<file path="src/common/oscsel_map.vh">
`ifndef OSCSEL_MAP_VH
`define OSCSEL_MAP_VH
// ----------------------------------------
// Register offsets
// ----------------------------------------
`define OSCSEL_CTRL_OFF 4'h0
`define OSCSEL_TRIM_OFF 4'h4
`define OSCSEL_STAT_OFF 4'h8
// ----------------------------------------
// Control register fields
// ----------------------------------------
`define OSCSEL_CUR_LSB 12
`define OSCSEL_LOCK_BIT 5
`define OSCSEL_KEEPON_BIT 1
`define OSCSEL_SLEEP_BIT 0
// ----------------------------------------
// Group codes
// ----------------------------------------
`define OSCSEL_GRP_PLL 3'b111
`define OSCSEL_GRP_EXT 3'b011
`define OSCSEL_GRP_LOW_POWER_INTERNAL_RC 3'b010
`define OSCSEL_GRP_FRC 3'b001
`define OSCSEL_GRP_SEC 3'b000
// ----------------------------------------
// Primary choice codes
// ----------------------------------------
`define OSCSEL_PR_EXT_CLOCK_IO_MODE 5'b0_1100
`define OSCSEL_PR_XT 5'b0_0100
`define OSCSEL_PR_HS 5'b0_0010
`define OSCSEL_PR_EC 5'b0_1011
`define OSCSEL_PR_ERC 5'b0_1001
`define OSCSEL_PR_EXT_RC_IO_MODE 5'b0_1000
`define OSCSEL_PR_XTL 5'b0_0000
// ----------------------------------------
// Source codes reported in status
// ----------------------------------------
`define OSCSEL_SRC_NONE 3'h0
`define OSCSEL_SRC_XTAL 3'h1
`define OSCSEL_SRC_EXTCLK 3'h2
`define OSCSEL_SRC_FRC 3'h3
`define OSCSEL_SRC_XTAL2 3'h4
`define OSCSEL_SRC_XTAL3 3'h5
`define OSCSEL_SRC_EXTRC 3'h6
`define OSCSEL_SRC_LOW_POWER_INTERNAL_RC 3'h7
// ----------------------------------------
// Output pin functions
// ----------------------------------------
`define OSCSEL_PIN_DRIVE 2'h0
`define OSCSEL_PIN_CLKOUT 2'h1
`define OSCSEL_PIN_GPIO 2'h2
// ----------------------------------------
// Start-up timer
// ----------------------------------------
`define OSCSEL_OST_LAST 10'h3ff
`endif

</file>
<file path="src/verilog/oscsel_top.v">
`timescale 1ns/1ps
`include "oscsel_map.vh"
module oscsel_top (
  input wire aclk,
  input wire aresetn,
  input wire por_event,
  input wire bor_event,
  input wire sleep_wake,
  input wire [2:0] group_select_cfg,
  input wire [4:0] primary_choice_cfg,
  input wire pll_lock_in,
  input wire osc_tick,
  input wire [3:0] awaddr,
  input wire [2:0] awprot,
  input wire awvalid,
  output wire awready,
  input wire [31:0] wdata,
  input wire [3:0] wstrb,
  input wire wvalid,
  output wire wready,
  output reg [1:0] bresp,
  output reg bvalid,
  input wire bready,
  input wire [3:0] araddr,
  input wire [2:0] arprot,
  input wire arvalid,
  output wire arready,
  output reg [31:0] rdata,
  output reg [1:0] rresp,
  output reg rvalid,
  input wire rready,
  output reg [2:0] current_group,
  output reg [2:0] clk_source,
  output reg [4:0] pll_gain,
  output reg pll_enable,
  output reg [1:0] osc_out_pin_func,
  output reg osc_in_pin_gpio,
  output reg secondary_osc_on,
  output reg secondary_is_clock,
  output reg sys_clk_release,
  output reg [3:0] fast_rc_trim,
  output reg sleep_active
);

  // ----------------------------------------
  // Internal state
  // ----------------------------------------
  reg [4:0] primary_choice;
  reg secondary_keep_on;
  reg pll_lock;
  reg [9:0] startup_delay_counter;
  reg ost_run;
  reg [2:0] prev_group;
  reg [3:0] aw_addr_q;
  reg aw_held;
  reg [31:0] w_data_q;
  reg [3:0] w_strb_q;
  reg w_held;
  wire reset_evt;
  wire restart;
  wire need_ost;
  wire wr_go;

  // ----------------------------------------
  // Decode functions
  // ----------------------------------------
  function is_crystal;
    input [2:0] grp;
    input [4:0] pr;
    begin
      is_crystal = 1'b0;
      if (grp == `OSCSEL_GRP_EXT) begin
        is_crystal = (pr == `OSCSEL_PR_XT) || (pr == `OSCSEL_PR_HS) ||
                     (pr == `OSCSEL_PR_XTL);
      end else if (grp == `OSCSEL_GRP_PLL) begin
        is_crystal = (pr[4:2] == 3'b001) || (pr[4:2] == 3'b100) ||
                     (pr[4:2] == 3'b101);
      end
    end
  endfunction

  function [1:0] pin_func;
    input [2:0] grp;
    input [4:0] pr;
    begin
      pin_func = `OSCSEL_PIN_GPIO;
      if (grp == `OSCSEL_GRP_EXT) begin
        if (pr == `OSCSEL_PR_EC || pr == `OSCSEL_PR_ERC) begin
          pin_func = `OSCSEL_PIN_CLKOUT;
        end else if (pr == `OSCSEL_PR_XT || pr == `OSCSEL_PR_HS || pr == `OSCSEL_PR_XTL) begin
          pin_func = `OSCSEL_PIN_DRIVE;
        end
      end else if (grp == `OSCSEL_GRP_PLL) begin
        if (is_crystal(grp, pr)) begin
          pin_func = `OSCSEL_PIN_DRIVE;
        end
      end else begin
        // Non-primary groups still follow the primary choice
        if (pr == `OSCSEL_PR_EC || pr == `OSCSEL_PR_ERC) begin
          pin_func = `OSCSEL_PIN_CLKOUT;
        end else if (is_crystal(`OSCSEL_GRP_EXT, pr)) begin
          pin_func = `OSCSEL_PIN_DRIVE;
        end
      end
    end
  endfunction

  localparam SEL_CTRL = 2'h0;
  localparam SEL_TRIM = 2'h1;
  localparam SEL_STAT = 2'h2;
  localparam SEL_NONE = 2'h3;

  function [1:0] reg_sel;
    input [3:0] addr;
    begin
      if (addr == `OSCSEL_CTRL_OFF) begin
        reg_sel = SEL_CTRL;
      end else if (addr == `OSCSEL_TRIM_OFF) begin
        reg_sel = SEL_TRIM;
      end else if (addr == `OSCSEL_STAT_OFF) begin
        reg_sel = SEL_STAT;
      end else begin
        reg_sel = SEL_NONE;
      end
    end
  endfunction

  assign reset_evt = por_event || bor_event;
  assign need_ost = is_crystal(current_group, primary_choice);
  assign restart = reset_evt || sleep_wake ||
                   (prev_group == `OSCSEL_GRP_SEC && current_group != `OSCSEL_GRP_SEC);

  // ----------------------------------------
  // Group and choice capture
  // ----------------------------------------
  always @(posedge aclk) begin
    if (!aresetn) begin
      current_group <= `OSCSEL_GRP_FRC;
      primary_choice <= 5'h00;
      prev_group <= `OSCSEL_GRP_FRC;
      pll_lock <= 1'b0;
    end else begin
      if (reset_evt) begin
        current_group <= group_select_cfg;
        primary_choice <= primary_choice_cfg;
      end
      prev_group <= current_group;
      pll_lock <= pll_lock_in;
    end
  end

  // ----------------------------------------
  // Source decode
  // ----------------------------------------
  always @* begin
    clk_source = `OSCSEL_SRC_NONE;
    pll_gain = 5'h01;
    pll_enable = 1'b0;
    case (current_group)
      `OSCSEL_GRP_PLL: begin
        pll_enable = 1'b1;
        case (primary_choice[1:0])
          2'b01: pll_gain = 5'h04;
          2'b10: pll_gain = 5'h08;
          2'b11: pll_gain = 5'h10;
          default: pll_gain = 5'h01;
        endcase
        case (primary_choice[4:2])
          3'b001: clk_source = `OSCSEL_SRC_XTAL;
          3'b011: clk_source = `OSCSEL_SRC_EXTCLK;
          3'b000: clk_source = `OSCSEL_SRC_FRC;
          3'b010: clk_source = `OSCSEL_SRC_FRC;
          3'b100: clk_source = `OSCSEL_SRC_XTAL2;
          3'b101: clk_source = `OSCSEL_SRC_XTAL3;
          default: clk_source = `OSCSEL_SRC_NONE;
        endcase
      end
      `OSCSEL_GRP_EXT: begin
        case (primary_choice)
          `OSCSEL_PR_EXT_CLOCK_IO_MODE: clk_source = `OSCSEL_SRC_EXTCLK;
          `OSCSEL_PR_EC: clk_source = `OSCSEL_SRC_EXTCLK;
          `OSCSEL_PR_XT: clk_source = `OSCSEL_SRC_XTAL;
          `OSCSEL_PR_HS: clk_source = `OSCSEL_SRC_XTAL;
          `OSCSEL_PR_XTL: clk_source = `OSCSEL_SRC_XTAL;
          `OSCSEL_PR_ERC: clk_source = `OSCSEL_SRC_EXTRC;
          `OSCSEL_PR_EXT_RC_IO_MODE: clk_source = `OSCSEL_SRC_EXTRC;
          default: clk_source = `OSCSEL_SRC_NONE;
        endcase
      end
      `OSCSEL_GRP_LOW_POWER_INTERNAL_RC: clk_source = `OSCSEL_SRC_LOW_POWER_INTERNAL_RC;
      `OSCSEL_GRP_FRC: clk_source = `OSCSEL_SRC_FRC;
      default: clk_source = `OSCSEL_SRC_NONE;
    endcase
  end

  // ----------------------------------------
  // Pin and secondary oscillator outputs
  // ----------------------------------------
  always @(posedge aclk) begin
    if (!aresetn) begin
      osc_out_pin_func <= `OSCSEL_PIN_GPIO;
      osc_in_pin_gpio <= 1'b0;
      secondary_osc_on <= 1'b0;
      secondary_is_clock <= 1'b0;
    end else begin
      osc_out_pin_func <= pin_func(current_group, primary_choice);
      osc_in_pin_gpio <= 1'b0;
      secondary_osc_on <= secondary_keep_on ||
                          (current_group == `OSCSEL_GRP_SEC && !sleep_active);
      secondary_is_clock <= (current_group == `OSCSEL_GRP_SEC) && secondary_keep_on;
    end
  end

  // ----------------------------------------
  // Start-up timer
  // ----------------------------------------
  always @(posedge aclk) begin
    if (!aresetn) begin
      startup_delay_counter <= 10'h000;
      ost_run <= 1'b0;
      sys_clk_release <= 1'b0;
    end else if (restart) begin
      startup_delay_counter <= 10'h000;
      ost_run <= 1'b1;
      sys_clk_release <= 1'b0;
    end else if (ost_run) begin
      if (!need_ost) begin
        ost_run <= 1'b0;
        sys_clk_release <= 1'b1;
      end else if (osc_tick) begin
        if (startup_delay_counter == `OSCSEL_OST_LAST) begin
          ost_run <= 1'b0;
          sys_clk_release <= 1'b1;
        end else begin
          startup_delay_counter <= startup_delay_counter + 10'h001;
        end
      end
    end
  end

  // ----------------------------------------
  // AXI4-Lite slave
  // ----------------------------------------
  assign awready = !aw_held && !bvalid;
  assign wready = !w_held && !bvalid;
  assign arready = !rvalid;
  assign wr_go = aw_held && w_held && !bvalid;

  always @(posedge aclk) begin
    if (!aresetn) begin
      aw_held <= 1'b0;
      w_held <= 1'b0;
      aw_addr_q <= 4'h0;
      w_data_q <= 32'h0000_0000;
      w_strb_q <= 4'h0;
      bvalid <= 1'b0;
      bresp <= 2'b00;
      secondary_keep_on <= 1'b0;
      sleep_active <= 1'b0;
      fast_rc_trim <= 4'h0;
    end else begin
      if (awvalid && awready) begin
        aw_held <= 1'b1;
        aw_addr_q <= awaddr;
      end
      if (wvalid && wready) begin
        w_held <= 1'b1;
        w_data_q <= wdata;
        w_strb_q <= wstrb;
      end
      if (sleep_wake) begin
        sleep_active <= 1'b0;
      end
      if (wr_go) begin
        aw_held <= 1'b0;
        w_held <= 1'b0;
        bvalid <= 1'b1;
        bresp <= 2'b00;
        if (reg_sel(aw_addr_q) == SEL_CTRL) begin
          if (w_strb_q[0]) begin
            secondary_keep_on <= w_data_q[`OSCSEL_KEEPON_BIT];
            if (!sleep_wake) begin
              sleep_active <= w_data_q[`OSCSEL_SLEEP_BIT];
            end
          end
        end else if (reg_sel(aw_addr_q) == SEL_TRIM) begin
          if (w_strb_q[0]) begin
            fast_rc_trim <= w_data_q[3:0];
          end
        end else if (reg_sel(aw_addr_q) == SEL_STAT) begin
          bresp <= 2'b00;
        end else begin
          bresp <= 2'b10;
        end
      end else if (bvalid && bready) begin
        bvalid <= 1'b0;
      end
    end
  end

  always @(posedge aclk) begin
    if (!aresetn) begin
      rvalid <= 1'b0;
      rdata <= 32'h0000_0000;
      rresp <= 2'b00;
    end else if (arvalid && arready) begin
      rvalid <= 1'b1;
      rresp <= 2'b00;
      rdata <= 32'h0000_0000;
      if (reg_sel(araddr) == SEL_CTRL) begin
        rdata[`OSCSEL_CUR_LSB+2:`OSCSEL_CUR_LSB] <= current_group;
        rdata[`OSCSEL_LOCK_BIT] <= pll_lock;
        rdata[`OSCSEL_KEEPON_BIT] <= secondary_keep_on;
        rdata[`OSCSEL_SLEEP_BIT] <= sleep_active;
      end else if (reg_sel(araddr) == SEL_TRIM) begin
        rdata[3:0] <= fast_rc_trim;
      end else if (reg_sel(araddr) == SEL_STAT) begin
        rdata[2:0] <= clk_source;
        rdata[8:4] <= pll_gain;
        rdata[10:9] <= osc_out_pin_func;
        rdata[11] <= sys_clk_release;
        rdata[12] <= secondary_is_clock;
        rdata[13] <= ost_run;
        rdata[25:16] <= startup_delay_counter;
        rdata[30:26] <= primary_choice;
      end else begin
        rresp <= 2'b10;
      end
    end else if (rvalid && rready) begin
      rvalid <= 1'b0;
    end
  end

endmodule

</file>
<file path="config.mk">
export PLATFORM = sky130hd
export DESIGN_NAME = oscsel_top
export DESIGN_NICKNAME = d
export VERILOG_FILES = /design/src/verilog/oscsel_top.v
export VERILOG_INCLUDE_DIRS = /design/src /design/src/common
export SDC_FILE = /design/constraint.sdc
export NUM_CORES = 1
export LEC_CHECK = 0
export BUFFER_PORTS_ARGS = -buffer_cell sky130_fd_sc_hd__buf_2
export CORE_MARGIN = 5
export CORE_UTILIZATION = 44
export DETAILED_ROUTE_END_ITERATION = 10
export PLACE_DENSITY = 0.76
export RECOVER_POWER = 50
export SLEW_MARGIN = 10
export SYNTH_ARGS = -nofsm -noshare
export SYNTH_HDL_FRONTEND = slang
export SYNTH_SLANG_ARGS = --single-unit
</file>
<file path="constraint.sdc">
create_clock -name aclk -period 1.85 [get_ports aclk]
set_input_delay 0.2775 -clock aclk [delete_from_list [all_inputs] [get_ports aclk]]
set_output_delay 0.2775 -clock aclk [all_outputs]
set_load 0.05 [all_outputs]
</file>
* After elaboration in Yosys (flattened, before gate mapping)
Cells that the tools add are included.
Widths: inputs -> output; s select.
** Word-level totals
- Bits in latches :: 0
- Memories kept :: 0
- Logic and storage cells :: 186
- Register bits after elaboration :: 81
- Memory bits (writable) :: 0
- Memory bits (read-only) :: 0
** Operators by class
- Add/sub/neg operators :: 1
- Reductions and logical operators :: 47
- Div/mod/pow operators :: 0
- Mux-type cells :: 83
- Equality and inequality tests :: 29
- Shift operators :: 0
- $mul :: 0
- Magnitude comparators :: 0
- Bitwise operators :: 3
** Operator list (number)
- $mux 2 :: 37
- $mux 15 :: 3
- $mux 1 :: 32
- $eq 5x4->1 const B :: 4
- $mux 10 :: 2
- $pmux 3 s5 :: 1
- $pmux 5 s3 :: 1
- $eq 3x2->1 const B :: 4
- $logic_and 1x1->1 :: 12
- $pmux 3 s4 :: 1
- $add 10x1->10 const B :: 1
- $eq 10x10->1 const B :: 1
- $reduce_or 2->1 :: 5
- $eq 3x3->1 const B :: 3
- $logic_not 3->1 :: 3
- $logic_or 1x1->1 :: 9
- $mux 3 :: 3
- $pmux 3 s3 :: 1
- $eq 2x2->1 const B :: 4
- $eq 4x3->1 const B :: 2
- $eq 4x4->1 const B :: 2
- $logic_not 4->1 :: 2
- $reduce_and 4->1 :: 2
- $eq 2x1->1 const B :: 3
- other kinds (15) :: 25

* Depth between registers and ports, before layout
- Depth in word-level cells :: 19
- Mapped depth :: 7

* Least setup slack after synthesis
No wires, ideal clock.
- Path kind :: register to register
- Start :: reg current_group[2]
- End :: reg rdata[7]
- Path slack :: -0.881 ns
- Required time :: 1.791 ns
- Buffers on the path :: 1
- Arrival time :: 2.672 ns
- Stages on the path, launching flop included :: 6
- Cell sequence :: dfxtp_1 -> buf_2 -> nand3_1 -> nor3b_1 -> a22o_1 -> and2_1
** Between the ends
- Word-level cells in the longest chain between the ends :: 5
** RTL lines
- start: declaration :: RTL line oscsel_top.v:32 : output reg [2:0] current_group,
- start signal: assignment :: RTL line oscsel_top.v:138 : current_group <= `OSCSEL_GRP_FRC;
- start signal: assignment :: RTL line oscsel_top.v:144 : current_group <= group_select_cfg;
- $eq 3x3->1 :: RTL line oscsel_top.v:159 : case (current_group)
- $mux 5 :: RTL line oscsel_top.v:159
- via pll_gain[3] :: RTL line oscsel_top.v:34 : output reg [4:0] pll_gain,
- $mux 10 :: RTL line oscsel_top.v:317 : end else if (reg_sel(araddr) == SEL_STAT) begin
- $mux 10 :: RTL line oscsel_top.v:315 : end else if (reg_sel(araddr) == SEL_TRIM) begin
- $mux 6 :: RTL line oscsel_top.v:310 : if (reg_sel(araddr) == SEL_CTRL) begin
- end signal: indexed assignment :: RTL line oscsel_top.v:311 : rdata[`OSCSEL_CUR_LSB+2:`OSCSEL_CUR_LSB] <= current_group;
- end signal: indexed assignment :: RTL line oscsel_top.v:312 : rdata[`OSCSEL_LOCK_BIT] <= pll_lock;
- end signal: assignment :: RTL line oscsel_top.v:319 : rdata[8:4] <= pll_gain;
- end: declaration :: RTL line oscsel_top.v:28 : output reg [31:0] rdata,
The timed path passes the listed nets, and every way through them passes these cells.
A chain may end at the register's enable or synchronous reset.

* Final worst setup path
- Start :: reg primary_choice[1]
- End :: out clk_source[1]
** Between the ends
- Word-level cells in the longest chain between the ends :: 4
- Elaborated cells between the ends (all ways) :: 12
- Classes of those cells :: eq/ne (6); mux (2); reduce/logical (4)
** RTL lines
- start: declaration :: RTL line oscsel_top.v:48 : reg [4:0] primary_choice;
- start signal: assignment :: RTL line oscsel_top.v:145 : primary_choice <= primary_choice_cfg;
- $eq 5x3->1, or another cell as far along :: RTL line oscsel_top.v:179 : case (primary_choice)
- $reduce_or 3->1 (no line) or $reduce_or 2->1 (tied branches)
- $pmux 3 s3 * :: RTL line oscsel_top.v:179
- $pmux 3 s4 * :: RTL line oscsel_top.v:159
- end: declaration :: RTL line oscsel_top.v:33 : output reg [2:0] clk_source,
Every way passes the cells marked *; elsewhere a longest branch is shown, timed or not.

==> reports/qor.txt <==
CP Max Fanout: 4
Core Box Area: 0.00765 mm²
final wirelength: 9010 µm
die area: 0.00962 mm²
first-pass GRT wire length: 14,600 µm
worst setup margin: -151 ps
Yosys warning count: 0
Top Layer Used: met4
cell count of the worst reg-to-reg path: 5
RSZ-0062 raised after global routing: true
area grow syn2layout: 33.3%
die height: 98.1 µm
CTS Buf Count: 9
Top Ports: 134
starting density of the core: 44.6%
crit end category: primary output
hold depth: 3
Worst EP required: 1570 ps
crit path kind: reg2out
number of synthesized flops with an enable pin: 0
number of synthesized register bits: 79
diode count: 0
root buffer cell: clkbuf_8
Switch Pwr: 0.00109 W
initial DRC count: 139
total power draw: 0.00390 W
post-route ant nets: 0
Final Setup Violations: 3
Post-Place Cells: 593
Peak Freq: 500 MHz
CP arrival: 1720 ps
TritonRoute pass-1 iters: 4
power density over cell area: 858 mW/mm²
share of post-route cells with drive strength above 1: 34.6%
initial antenna violation count: 0
Tcrit/Tclk final: 108%
status: finished, violations left
Fin. Hold Viols: 0
area leader, netlist: dfxtp_1
wire length on met2: 4200 µm
Final min period: 2000 ps
setup TNS: -318 ps
routed len/inst: 14.7 µm
die width: 98.1 µm
Peak VDD IR: 341 µV
Worst-path clk slew: 90 ps
clock latency on the worst-skew pair: 350 ps
post-DP HPWL: 6450 µm
vias in the first global route: 3,119
Lkg Pwr: 1.90 nW
HP Class: in2reg
Max Root-Sink Buffers: 2
Area after DPL: 0.00414 mm²
Async SR Flop Fraction: 0%
share of the synthesized area in the top cell type: 46.4%
Main synth FF type: dfxtp_1
cts-stage hold buffer count: 0
filler cell count: 701
Max-Cap Viols: 0
via-per-instance ratio: 5.25
actual slew at the worst max-slew pin: 619 ps
failing checks: negative setup slack
H-tree levels: 3
switch share: 27.8%
Cell Area, Synth: 0.00341 mm²
type of origin of the critical path: flip-flop
max_slew headroom: 58.7%
Reg power frac: 46.1%
slowest stage delay, CP: 560 ps
row cnt: 32
Finished Layout Cells: 614
gpl congestion: 0.911
post-layout util: 59.5%
largest net degree at the start of global routing: 35
Netlist cell types: 49
Clk pwr share: 38.0%
Total Routing Usage GR: 18.4%
Int Power: 0.00282 W
CTS tree: yes
Final nets: 578
DRC violations left: 0
slowest library cell on the worst path: or4b_4
synth top area cells: dfxtp_1 (46%), mux2i_1 (6.7%), nand2_1 (6.3%), a21oi_1 (5.3%), nand3_1 (4.0%)
met1 WL: 4150 µm
share of total power in combinational logic: 15.9%
Setup Skew: 10.4 ps
clock sinks: 79
GR Overflow Total: 0
Syn Area/Cell: 8.42 µm²
Mapped Cells: 405
Port Buffers: 90
met3 wire length: 559 µm
final slew viol count: 0
routed via count: 3,226
Design Area, Final: 0.00455 mm²
cells along the critical path: or4b_4 -> a31oi_4 -> a221o_2 -> buf_8
sequential area share after synthesis: 46.4%
==> kinds of logic (layout without fill, tap and decap cells) <==
| kind of cell | count (synthesis) | count (layout) | share of synthesized area (%) |
|---|---|---|---|
| multiplexers | 24 | 24 | 7.08 |
| buffers and inverters | 42 | 144 | 5.68 |
| adder cells (fa/ha/maj) | 1 | 1 | 0.367 |
| AND/OR/NAND/NOR | 182 | 182 | 26.3 |
| other | 1 | 6 | 0.110 |
| AO/OA/AOI/OAI | 76 | 76 | 14.1 |
| flip-flops | 79 | 79 | 46.4 |
==> layout by cell type, fill, tap and decap left out, types with 3 or more instances in the layout <==
master and instances:
a21oi_1 35, a221oi_1 4, a22oi_1 3, a31o_2 3, and2_1 7, and3_1 3, buf_2 86, buf_4 31
buf_8 3, clkbuf_8 9, conb_1 6, dfxtp_1 72, dfxtp_2 4, dfxtp_4 3, inv_1 3, mux2i_1 23
nand2_1 57, nand2b_1 14, nand3_1 26, nor2_1 33, nor3_1 8, nor4b_1 3, nor4b_2 3, o21ai_0 6
==> metal layers <==
metal | vias up | GRT usage [%]
met2 | 96 | 30.1
met1 | 1516 | 23.7
met4 | 0 | 5.96
met3 | 10 | 4.79
li1 | 1604 | -
met5 | - | 0
==> repair_timing <==
action | in CTS | in global routing
setup buffers | 5 | 1
endpoints found under the setup margin | 9 | 11
gates resized for setup | 21 | 17
pin swaps | 4 | 7
==> final cells by class <==
| class | instances | area [µm²] | share of cell area (%) |
|---|---|---|---|
| multi-input cells | 289 | 1830 | 40.3 |
| flip-flops and latches | 79 | 1600 | 35.1 |
| repair buffers | 123 | 734 | 16.1 |
| clock buffers | 11 | 153 | 3.36 |
| well taps | 102 | 128 | 2.81 |
| clock inverters | 5 | 78.8 | 1.73 |
| inverters | 5 | 22.5 | 0.495 |
==> worst max-delay path: cells and delay by family (launching register included) <==
family	cells	cell delay, ps
compound gates	2	320
buf+inv	1	150
flops	1	350
simple gates	1	560
==> sequential cells by signal, indices dropped and copies added (netlist names), 2 cells and up <==
register               cells
rdata                     30
startup_delay_counter     10
primary_choice             5
aw_addr_q                  4
fast_rc_trim               4
w_data_q                   4
current_group              3
prev_group                 3
osc_out_pin_func           2
==> cell usage after synthesis (3+ instances only) <==
master	instances
and3_1	4
nor2_1	35
nor3b_1	3
inv_1	5
buf_2	5
dfxtp_1	79
nor2b_1	3
buf_1	5
mux2i_1	23
nor4b_1	6
clkbuf_1	20
a31o_2	3
a21oi_1	36
nand2_1	57
or4_1	3
nand3_1	27
a221oi_1	4
buf_4	6
a22oi_1	3
o21a_1	3
o21ai_0	8
nor4_1	4
nand2b_1	14
nor3_1	9
and2_1	7
==> final timing paths <==
check | end | slack [ps] | start
setup / recovery | clk_source[1] | -150 | primary_choice[1]
setup reg to reg | ost_run | 20 | startup_delay_counter[1]
hold / removal | current_group[0] | 140 | group_select_cfg[0]
hold reg to reg | rdata[18] | 450 | rdata[18]
==> power groups by stage <==
stage | registers, W | logic [W] | clock network [W]
floorplan | 0.00190 | 0.000336 | 0
global placement | 0.00183 | 0.000554 | 0
detailed placement | 0.00184 | 0.000564 | 0
CTS | 0.00180 | 0.000602 | 0.00150
global route | 0.00181 | 0.000667 | 0.00157
finish | 0.00180 | 0.000621 | 0.00148
==> metrics by stage <==
stage                     setup slack [ps]  hold slack [ps]
final                                 -151              142
after global routing                  -200              141
after CTS                             -146              128
after detailed placement             -55.1              440
after global placement               -37.3              437
after floorplan                      -36.4              401
(Power assumes the default switching activity.)
